**config.mk**
```make
export PLATFORM = sky130hd
export DESIGN_NAME = csrw_supervisor
export DESIGN_NICKNAME = d
export VERILOG_FILES = /design/src/csrw_pkg.sv /design/src/csrw_debounce.sv /design/src/csrw_watchdog.sv /design/src/csrw_supervisor.sv
export SDC_FILE = /design/constraint.sdc
export NUM_CORES = 1
export LEC_CHECK = 0
export BUFFER_PORTS_ARGS = -buffer_cell sky130_fd_sc_hd__clkbuf_2
export CAP_MARGIN = 10
export CORE_MARGIN = 3
export CORE_UTILIZATION = 55
export DETAILED_ROUTE_END_ITERATION = 10
export PLACE_DENSITY = 0.72
export REMOVE_ABC_BUFFERS = 1
export SYNTH_ARGS = -nofsm -noshare
export SYNTH_HDL_FRONTEND = slang
export SYNTH_SLANG_ARGS = --single-unit
```
**constraint.sdc**
```tcl
create_clock -name clk -period 7.3 [get_ports clk]
set_clock_uncertainty 0.15 [all_clocks]
set_input_delay 1.095 -clock clk [delete_from_list [all_inputs] [get_ports clk]]
set_output_delay 1.095 -clock clk [all_outputs]
set_load 0.05 [all_outputs]
```
**src/csrw_pkg.sv**
```systemverilog
// Package with constants and carrier types for the cpu supervisor
// ----------------------------------------------------------------------
// ----------------------------------------------------------------------
`default_nettype none
package csrw_pkg;
  // Clock and times
  localparam int unsigned CLK_HZ = 40_000_000;
  localparam int unsigned HOLD_MS = 200;
  localparam int unsigned WDOG_MS = 1600;
  localparam int unsigned WDOG_INT_MS = 1400;
  localparam int unsigned CS_EXT_US = 15;
  localparam int unsigned DEB_MS = 1;
  // Derived cycle counts (longest or least as appropriate)
  localparam int unsigned HOLD_CYC = CLK_HZ / 1000 * HOLD_MS;
  localparam int unsigned WDOG_CYC = CLK_HZ / 1000 * WDOG_MS;
  localparam int unsigned WDOG_INT_CYC = CLK_HZ / 1000 * WDOG_INT_MS;
  localparam int unsigned CS_EXT_CYC = CLK_HZ / 1_000_000 * CS_EXT_US;
  localparam int unsigned DEB_CYC = CLK_HZ / 1000 * DEB_MS;
  localparam int unsigned CNT_W = 32;

  // Analog comparator results
  typedef struct packed {
    logic below_reset;    // supply below reset_threshold
    logic below_backup;   // supply below backup_voltage
    logic sense_low;      // supply_sense_in below fail_threshold
  } csrw_cmp_t;

  // RAM rail selection
  typedef enum logic [1:0] {
    CSRW_RAIL_MAIN = 2'b00,
    CSRW_RAIL_BACKUP = 2'b01,
    CSRW_RAIL_OFF = 2'b11
  } csrw_rail_t;

  // Reset sequencer states, Gray along the usual path
  typedef enum logic [1:0] {
    CSRW_ST_LOW = 2'b00,
    CSRW_ST_HOLD = 2'b01,
    CSRW_ST_RUN = 2'b11
  } csrw_state_t;
endpackage : csrw_pkg
`default_nettype wire

```
**src/csrw_debounce.sv**
```systemverilog
// Manual reset debouncer: output follows input after a stable interval
`default_nettype none
module csrw_debounce
  import csrw_pkg::*;
#(
  parameter int unsigned STABLE_CYC = DEB_CYC
)
(
  // Clock and reset
  input wire logic clk,
  input wire logic rst_b,
  // Raw and filtered level
  input wire logic raw_in,
  output logic clean_out
);
  logic [CNT_W-1:0] cnt_r;
  logic clean_r;
  wire differs = raw_in != clean_r;
  wire settled = cnt_r >= STABLE_CYC - 1;

  // Count while the input disagrees, accept once stable
  always_ff @(posedge clk)
  begin
    if (!rst_b)
    begin
      cnt_r <= '0;
      clean_r <= 1'b1;
    end
    else if (!differs)
      cnt_r <= '0;
    else if (settled)
    begin
      cnt_r <= '0;
      clean_r <= raw_in;
    end
    else
      cnt_r <= cnt_r + 1'b1;
  end

  assign clean_out = clean_r;
endmodule : csrw_debounce
`default_nettype wire

```
**src/csrw_watchdog.sv**
```systemverilog
// Watchdog timer with internal keep-alive driver for undriven input
`default_nettype none
module csrw_watchdog
  import csrw_pkg::*;
#(
  parameter int unsigned PERIOD_CYC = WDOG_CYC,
  parameter int unsigned KEEP_CYC = WDOG_INT_CYC
)
(
  // Clock and reset
  input wire logic clk,
  input wire logic rst_b,
  // Control
  input wire logic hold_clear,
  input wire logic wdi_driven,
  input wire logic wdi_level,
  // Result
  output logic expire
);
  logic [CNT_W-1:0] cnt_r;
  logic last_r;
  logic expire_r;
  // Internal driver pulses high at seven-eighths of the period
  wire int_level = cnt_r >= KEEP_CYC - 1;
  wire level = wdi_driven ? wdi_level : int_level;
  wire edge_seen = level != last_r;
  wire timed_out = cnt_r >= PERIOD_CYC - 1;

  // Counter clears on reset or on any edge
  always_ff @(posedge clk)
  begin
    if (!rst_b)
    begin
      cnt_r <= '0;
      last_r <= 1'b0;
      expire_r <= 1'b0;
    end
    else
    begin
      last_r <= level;
      expire_r <= 1'b0;
      if (hold_clear)
        cnt_r <= '0;
      else if (edge_seen)
        cnt_r <= '0;
      else if (timed_out)
      begin
        cnt_r <= '0;
        expire_r <= 1'b1;
      end
      else
        cnt_r <= cnt_r + 1'b1;
    end
  end

  assign expire = expire_r;
endmodule : csrw_watchdog
`default_nettype wire

```
**src/csrw_supervisor.sv**
```systemverilog
// Top of the cpu supervisor: reset, chip-select gate, fail flag, backup
`default_nettype none
module csrw_supervisor
  import csrw_pkg::*;
#(
  parameter int unsigned HOLD_CYCLES = HOLD_CYC,
  parameter int unsigned WDOG_CYCLES = WDOG_CYC,
  parameter int unsigned WDOG_KEEP_CYCLES = WDOG_INT_CYC,
  parameter int unsigned DEB_CYCLES = DEB_CYC
)
(
  // Clock and reset
  input wire logic clk,
  input wire logic rst_b,
  // Comparator results
  input wire csrw_pkg::csrw_cmp_t cmp,
  // Manual reset and watchdog
  input wire logic manual_reset_n,
  input wire logic watchdog_toggle_in,
  input wire logic watchdog_driven,
  // Seal strap sense: fail or chip-select pin held low externally
  input wire logic seal_strap_low,
  // Chip-select gate
  input wire logic chip_sel_in_n,
  output logic chip_sel_out_n,
  output logic chip_sel_pullup,
  output logic chip_sel_in_hiz,
  // Outputs to processor and system
  output logic reset_n,
  output logic supply_fail_n,
  output csrw_pkg::csrw_rail_t ram_rail,
  output logic backup_connected
);
  // ----------------------------------------------------------------------
  // Declarations
  // ----------------------------------------------------------------------
  csrw_state_t state_r;
  csrw_state_t state_nxt;
  logic [CNT_W-1:0] hold_cnt_r;
  logic [CNT_W-1:0] cs_cnt_r;
  logic cs_ext_r;
  logic seal_r;
  logic seal_arm_r;
  logic reset_n_r;
  logic fail_n_r;
  logic cs_out_r;
  logic pullup_r;
  logic hiz_r;
  csrw_rail_t rail_r;
  logic backup_supply_in_r;
  logic mr_clean;
  logic wd_expire;
  logic wd_clear;

  // ----------------------------------------------------------------------
  // Sub-blocks
  // ----------------------------------------------------------------------
  csrw_debounce #(
    .STABLE_CYC(DEB_CYCLES)
  ) u_deb (
    .clk(clk),
    .rst_b(rst_b),
    .raw_in(manual_reset_n),
    .clean_out(mr_clean)
  );

  csrw_watchdog #(
    .PERIOD_CYC(WDOG_CYCLES),
    .KEEP_CYC(WDOG_KEEP_CYCLES)
  ) u_wd (
    .clk(clk),
    .rst_b(rst_b),
    .hold_clear(wd_clear),
    .wdi_driven(watchdog_driven),
    .wdi_level(watchdog_toggle_in),
    .expire(wd_expire)
  );

  // ----------------------------------------------------------------------
  // Decode of conditions
  // ----------------------------------------------------------------------
  // Backup needs supply below both threshold and battery
  wire backup_mode = cmp.below_reset & cmp.below_backup;
  // Manual reset ignored during hold when seal enabled
  wire seal_hold = seal_r && state_r == CSRW_ST_HOLD;
  wire mr_active = !mr_clean && !seal_hold;
  wire force_low = cmp.below_reset | mr_active;
  wire in_reset = state_r != CSRW_ST_RUN;
  wire in_hold = state_r == CSRW_ST_HOLD;
  wire hold_done = hold_cnt_r >= HOLD_CYCLES - 1;
  // Watchdog cleared in reset and in backup mode
  assign wd_clear = in_reset | backup_mode | force_low;
  wire reset_start = state_r == CSRW_ST_RUN && (force_low || wd_expire);
  wire cs_ext_done = cs_cnt_r >= CS_EXT_CYC - 1;

  // ----------------------------------------------------------------------
  // Reset sequencer
  // ----------------------------------------------------------------------
  // Next state
  always_comb
  begin
    state_nxt = state_r;
    unique case (state_r)
      CSRW_ST_LOW:
        if (!force_low)
          state_nxt = CSRW_ST_HOLD;
      CSRW_ST_HOLD:
        if (force_low)
          state_nxt = CSRW_ST_LOW;
        else if (hold_done)
          state_nxt = CSRW_ST_RUN;
      CSRW_ST_RUN:
        if (force_low)
          state_nxt = CSRW_ST_LOW;
        else if (wd_expire)
          state_nxt = CSRW_ST_HOLD;
      default:
        state_nxt = CSRW_ST_LOW;
    endcase
  end

  // State and hold counter, counter restarts on every reset entry
  always_ff @(posedge clk)
  begin
    if (!rst_b)
    begin
      state_r <= CSRW_ST_LOW;
      hold_cnt_r <= '0;
    end
    else
    begin
      state_r <= state_nxt;
      if (state_nxt == CSRW_ST_HOLD && state_r == CSRW_ST_HOLD)
        hold_cnt_r <= hold_cnt_r + 1'b1;
      else
        hold_cnt_r <= '0;
    end
  end

  // Reset output, held low in backup mode
  always_ff @(posedge clk)
  begin
    if (!rst_b)
      reset_n_r <= 1'b0;
    else
      reset_n_r <= (state_nxt == CSRW_ST_RUN) && !backup_mode;
  end

  // ----------------------------------------------------------------------
  // Freshness seal
  // ----------------------------------------------------------------------
  // Arm while strap low and manual reset high through a hold completion;
  // seal on the next supply drop, clear on next rise above threshold
  always_ff @(posedge clk)
  begin
    if (!rst_b)
    begin
      seal_arm_r <= 1'b0;
      seal_r <= 1'b0;
    end
    else
    begin
      if (!seal_strap_low || !mr_clean)
        seal_arm_r <= 1'b0;
      else if (in_hold && hold_done)
        seal_arm_r <= 1'b1;
      if (seal_arm_r && cmp.below_reset)
      begin
        seal_r <= 1'b1;
        seal_arm_r <= 1'b0;
      end
      else if (seal_r && !cmp.below_reset && state_r == CSRW_ST_LOW)
        seal_r <= 1'b0;
    end
  end

  // ----------------------------------------------------------------------
  // RAM rail selection
  // ----------------------------------------------------------------------
  always_ff @(posedge clk)
  begin
    if (!rst_b)
    begin
      rail_r <= CSRW_RAIL_MAIN;
      backup_supply_in_r <= 1'b0;
    end
    else if (!backup_mode)
    begin
      rail_r <= CSRW_RAIL_MAIN;
      backup_supply_in_r <= 1'b0;
    end
    else
    begin
      // Sealed battery stays disconnected
      rail_r <= seal_r ? CSRW_RAIL_OFF : CSRW_RAIL_BACKUP;
      backup_supply_in_r <= !seal_r;
    end
  end

  // ----------------------------------------------------------------------
  // Supply fail flag
  // ----------------------------------------------------------------------
  always_ff @(posedge clk)
  begin
    if (!rst_b)
      fail_n_r <= 1'b1;
    else if (cmp.below_backup)
      fail_n_r <= 1'b0;
    else if (in_hold)
      fail_n_r <= 1'b1;
    else
      fail_n_r <= !cmp.sense_low;
  end

  // ----------------------------------------------------------------------
  // Chip-select gate
  // ----------------------------------------------------------------------
  // Extension window when chip-select is low at reset entry
  always_ff @(posedge clk)
  begin
    if (!rst_b)
    begin
      cs_ext_r <= 1'b0;
      cs_cnt_r <= '0;
    end
    else if (reset_start)
    begin
      cs_ext_r <= !chip_sel_in_n;
      cs_cnt_r <= '0;
    end
    else if (cs_ext_r)
    begin
      cs_cnt_r <= cs_cnt_r + 1'b1;
      if (cs_ext_done || chip_sel_in_n)
        cs_ext_r <= 1'b0;
    end
  end

  // Gate enabled when not in reset, or during a pending write extension
  wire gate_on = (state_nxt == CSRW_ST_RUN && !backup_mode) ||
                 (cs_ext_r && !chip_sel_in_n && !cs_ext_done) ||
                 (reset_start && !chip_sel_in_n);

  always_ff @(posedge clk)
  begin
    if (!rst_b)
    begin
      cs_out_r <= 1'b1;
      pullup_r <= 1'b1;
      hiz_r <= 1'b1;
    end
    else
    begin
      cs_out_r <= gate_on ? chip_sel_in_n : 1'b1;
      pullup_r <= !gate_on;
      hiz_r <= !gate_on;
    end
  end

  // ----------------------------------------------------------------------
  // Outputs
  // ----------------------------------------------------------------------
  assign reset_n = reset_n_r;
  assign supply_fail_n = fail_n_r;
  assign chip_sel_out_n = cs_out_r;
  assign chip_sel_pullup = pullup_r;
  assign chip_sel_in_hiz = hiz_r;
  assign ram_rail = rail_r;
  assign backup_connected = backup_supply_in_r;
endmodule : csrw_supervisor
`default_nettype wire

```
# Word level (Yosys, flattened, before mapping)
# Index checks and enable logic that the tools add are counted.
dict set report totals {
  input_bits 10
  mem_bits_rw 0
  latchBits 0
  regBits 143
  rom_bits 0
  word_cells 93
  n_memories 0
}
dict set report classes {
  n_bitwise 6
  n_reduce_logical 38
  shifts 0
  muxes 16
  n_mul 0
  addsub 4
  n_eq_ne 7
  n_div 0
  magnitude_cmp 5
}
# cell n
set op_table {}
lappend op_table {{$add 32x1->32 const B} 4}
lappend op_table {{$ge 32x26->1 const B} 2}
lappend op_table {{$ge 32x10->1 const B} 1}
lappend op_table {{$ge 32x16->1 const B} 1}
lappend op_table {{$ge 32x23->1 const B} 1}
lappend op_table {{$logic_and 1x1->1} 12}
lappend op_table {{$mux 2} 6}
lappend op_table {{$logic_not 1->1} 10}
lappend op_table {{$mux 1} 9}
lappend op_table {{$reduce_or 3->1} 3}
lappend op_table {{$reduce_and 2->1} 4}
lappend op_table {{$pmux 2 s3} 1}
lappend op_table {{$logic_or 1x1->1} 5}
lappend op_table {{$eq 2x1->1 const B} 2}
lappend op_table {{$eq 2x2->1 const B} 2}
lappend op_table {{$reduce_or 4->1} 1}
lappend op_table {{$or 1x1->1} 3}
lappend op_table {{$logic_not 2->1} 1}
lappend op_table {{$ne 1x1->1} 2}
lappend op_table {{$ne 2x2->1 const B} 1}
lappend op_table {{$not 1->1} 2}
lappend op_table {{$reduce_bool 2->1} 1}
lappend op_table {{$reduce_or 2->1} 1}
lappend op_table {{$and 1x1->1} 1}

# Longest topological paths before layout
dict set report depth {
  ltp_word 12
  ltp_mapped 8
}

# By module
# A second synthesis with hierarchy kept.
dict set report unflattened {
  cells_unflattened 668
  hier_area_um2 6284.8
}
# module area_each_um2 cells_each seq_area_each_um2 n_inst
set by_module_without_submodules {}
lappend by_module_without_submodules {csrw_supervisor 3249.4 353 1521.5 1}
lappend by_module_without_submodules {csrw_watchdog 1858.0 205 680.7 1}
lappend by_module_without_submodules {csrw_debounce 1177.4 110 660.6 1}

# Least setup slack after synthesis
# OpenSTA, ideal clock, no wires.
dict set report synth_path {
  kind {input -> register}
  startpoint {input watchdog_toggle_in}
  endpoint {register u_wd.cnt_r[10]}
  arrival_ps 2526
  cell_stages 7
  path_slack_ps 4532
  path_buffers 2
  cell_sequence {nand2b_1 nand3b_1 or4_1 and3_1 clkbuf_1 buf_2 nor4_1}
}
dict set report synth_between {
  elab_chain_len 3
}
# item line
set synth_rtl {}
lappend synth_rtl {{start: declaration} csrw_supervisor.sv:19} ;# input wire logic watchdog_toggle_in,
lappend synth_rtl {{$mux 1} csrw_watchdog.sv:25} ;# wire level = wdi_driven ? wdi_level : int_level;
lappend synth_rtl {{$ne 1x1->1} csrw_watchdog.sv:26} ;# wire edge_seen = level != last_r;
lappend synth_rtl {{$reduce_or 4->1 (no source line)} n/a}
lappend synth_rtl {{end signal: assignment} csrw_watchdog.sv:52} ;# cnt_r <= cnt_r + 1'b1;
lappend synth_rtl {{end: declaration} csrw_watchdog.sv:20} ;# logic [CNT_W-1:0] cnt_r;
# No other way between the ends.
# A chain may end at the register's enable or synchronous reset.

# Final worst setup path
dict set report layout_path {
  startpoint {register u_wd.cnt_r[0]}
  endpoint {register u_wd.cnt_r[19]}
}
dict set report layout_between {
  elab_chain_len 4
}
# item line
set layout_rtl {}
lappend layout_rtl {{$ge 32x26->1} csrw_watchdog.sv:24} ;# wire int_level = cnt_r >= KEEP_CYC - 1;
lappend layout_rtl {{$mux 1} csrw_watchdog.sv:25}
lappend layout_rtl {{$ne 1x1->1} csrw_watchdog.sv:26}
lappend layout_rtl {{$reduce_or 4->1 (no source line)} n/a}
# Several ways; a longest one is shown, not always the timed one.

==> reports/results.tsv <==
metric	value	unit
p_leak	2.176	nW
syn-cell-area	5743	µm²
hold_viol	0	
p_per_area	244.4	nW/µm²
finalMaxSlewViolations	0	
fin_tns_setup	0	ps
wirelength	10760	µm
power	0.001602	W
setup.worst_path.end_class	flop	
ios	18	
fmax	307.7	MHz
synth-seq-cells	143	
final_cell_mix	143 x dfxtp_1, 82 x nor2_1, 51 x nor4_1, 45 x xnor2_1, 40 x nand2_1	
ir_drop	219.0	µV
comb_power_share	0.017	
synth-xor-area-share	0.1174	
stdcell_area	6554	µm²
holdBufCountCts	0	
cts_setup_buffers	0	
placed_area	6016	µm²
via_count	4488	
path_clk_slew	60	ps
drive_above_1_share	0.07681	
synth_edf_count	0	
fin_crit	3250	ps
finalSetupViolCount	0	
postRouteAntennaNets	0	
outcome	complete, no violations	
synth_cell_type_count	51	
drtIter0Drc	199	
clkLatencyLatePin	510	ps
critical_path_required	7490	ps
antenna_cells	0	
antenna_found_initial	0	
fin_cells	823	
fin_crit_sh	0.4452	
hpwl	7077	µm
worstSetupStartpointType	flop	
synthCells	635	
yosysSeqAreaShare	0.4985	
fp.dieH	108.2	µm
synthMuxAreaShare	0.003486	
fin_util	0.6584	
yosys.area_share.simple	0.2800	
cp.arrival	3440	ps
cts.path.max_buffers	2	
hp-class	flop to flop	
grt-ovfl-total	0	
rsz0062_at_grt	false	
route.detailed.drc	0	
grt_usage	0.1940	
fp-row-count	36	
coreArea	9955	µm²
synthToLayoutAreaGrowth	14.12	%
synth_fa_ha_area_frac	0.008715	
synth_top_family_by_area	simple AND/OR/NAND/NOR gates	
ys.flop_type	dfxtp_1	
synth_area_per_cell	9.044	µm²
path_max_fanout	26	
grt_pass1_vias	4126	
p_seq_frac	0.497	
post_cts_resized	0	
die_area	11700	µm²
dp.cells	792	
synthArstFlopShare	0	
grt_max_degree	33	
path_class	flop to flop	
cts_tree	yes	
place.gp.congestion	0.8439	
final_common_cell	dfxtp_1	
ctsRootBufferMaster	clkbuf_8	
p_int	0.001266	W
p_sw_frac	0.2099	
first_pass_iters	5	
viasPerCell	5.453	
cts_num_sinks	143	
cts-htree-levels	4	
die_w	108.2	µm
slew_headroom	0.2063	
start_util	0.5769	
nNetsFinal	692	
portBuffers	17	
fillCellCount	834	
max_cap_violations	0	
clkPwrFrac	0.485	
wl_per_cell	13.07	µm
yosys_warnings	0	
synth_compound_area_frac	0.06100	
grt_pass1_wl	18390	µm
p_sw	0.0003361	W
worst_pin_slew	1191	ps
numCtsBuffers	17	
-- per-layer routing --
layer | up-vias | part of all wire | global-route usage
met1 | 2094 | 0.49 | 0.2523
met5 | - | 0 | 0
met4 | 0 | 0.017 | 0.07484
li1 | 2299 | - | -
met2 | 75 | 0.46 | 0.3055
met3 | 20 | 0.040 | 0.05731
-- synth_stat cells (all sizes together) (2+ instances only) --
library cell  instances  share of area
xnor2                45          0.069
and2                  3         0.0033
and3                 11          0.012
a21o                  2         0.0026
a41oi                 2         0.0031
nand3b                2         0.0026
ha                    4         0.0087
nor2                 82          0.054
a211o                 2         0.0031
xor2                 32          0.049
nor3                 19          0.017
nor4b                 3         0.0046
nand4                20          0.022
nor3b                 4         0.0052
clkbuf               16          0.011
nand3                38          0.034
or2                   2         0.0022
dfxtp               143           0.50
nor4                 51          0.056
mux2i                 2         0.0035
nand2                40          0.026
nor4bb                2         0.0035
o2111ai               2         0.0031
or4                   6         0.0085
and4                  4         0.0061
o21ai                15          0.013
nor2b                 4         0.0044
buf                   8         0.0072
a21oi                20          0.018
nand2b                4         0.0044
a21boi                3         0.0039
a31oi                 2         0.0022
or3                  13          0.014
inv                  19          0.012
-- registers in the layout, indices dropped and copies added (netlist names) --
name              cells
cs_ext_r              1
u_deb.clean_out       1
state_r               2
u_wd.last_r           1
backup_connected      1
ram_rail              2
seal_r                1
supply_fail_n         1
u_wd.cnt_r           32
cs_cnt_r             32
u_deb.cnt_r          32
chip_sel_out_n        1
u_wd.expire           1
seal_arm_r            1
hold_cnt_r           32
chip_sel_in_hiz       1
reset_n               1
-- worst paths after layout --
check	cells after the start	start	slack, ps	endpoint
max reg2reg	6	u_wd.cnt_r[0]	4050	u_wd.cnt_r[19]
max	6	u_wd.cnt_r[0]	4050	u_wd.cnt_r[19]
min	1	u_deb.cnt_r[0]	310	u_deb.cnt_r[0]
min reg2reg	1	u_deb.cnt_r[0]	310	u_deb.cnt_r[0]
-- logic make-up (layout without fill, tap and decap cells) --
kind of cell	after synthesis	after routing
and+or+nand+nor	309	309
DFF	143	143
xor gates and xnor gates	77	77
AOI/OAI and AO/OA	56	56
buffers and inverters	43	68
adders and majority gates	4	4
muxes	2	2
other	1	31
-- through the flow --
| step | setup slack [ps] | hold slack, ps |
|---|---|---|
| finish | 4050 | 306.8 |
| global route | 3835 | 347.7 |
| CTS | 4119 | 311.3 |
| detailed placement | 3986 | 297.4 |
| global placement | 4101 | 290.9 |
| floorplan | 4445 | 279.7 |
-- power groups by stage --
stage / clock network (W) / logic (W) / registers (W)
final: 0.000777 / 0.0000280 / 0.000797
after global routing: 0.000824 / 0.0000316 / 0.000798
after CTS: 0.000792 / 0.0000278 / 0.000797
after detailed placement: 0 / 0.0000277 / 0.000814
after global placement: 0 / 0.0000273 / 0.000813
after floorplan: 0 / 0.0000137 / 0.000817
-- worst max-delay path: stages (launching register included) --
cell and delay [ps]:
dfxtp_1 390, ha_1 230, nand3_1 160, nor4_1 940, o2111ai_1 280, nand3_1 750
nor4_1 170
-- area by class of cell --
cell class	instances	area [µm²]	area share
Clock inverter	10	88.84	0.01355
Clock buffer	21	449.2	0.06854
Sequential cell	143	2863	0.4368
Multi-Input combinational cell	479	2823	0.4307
Tap cell	133	166.4	0.02539
Timing Repair Buffer	18	92.59	0.01413
Inverter	19	71.32	0.01088
Power figures use the tool's default switching activity.
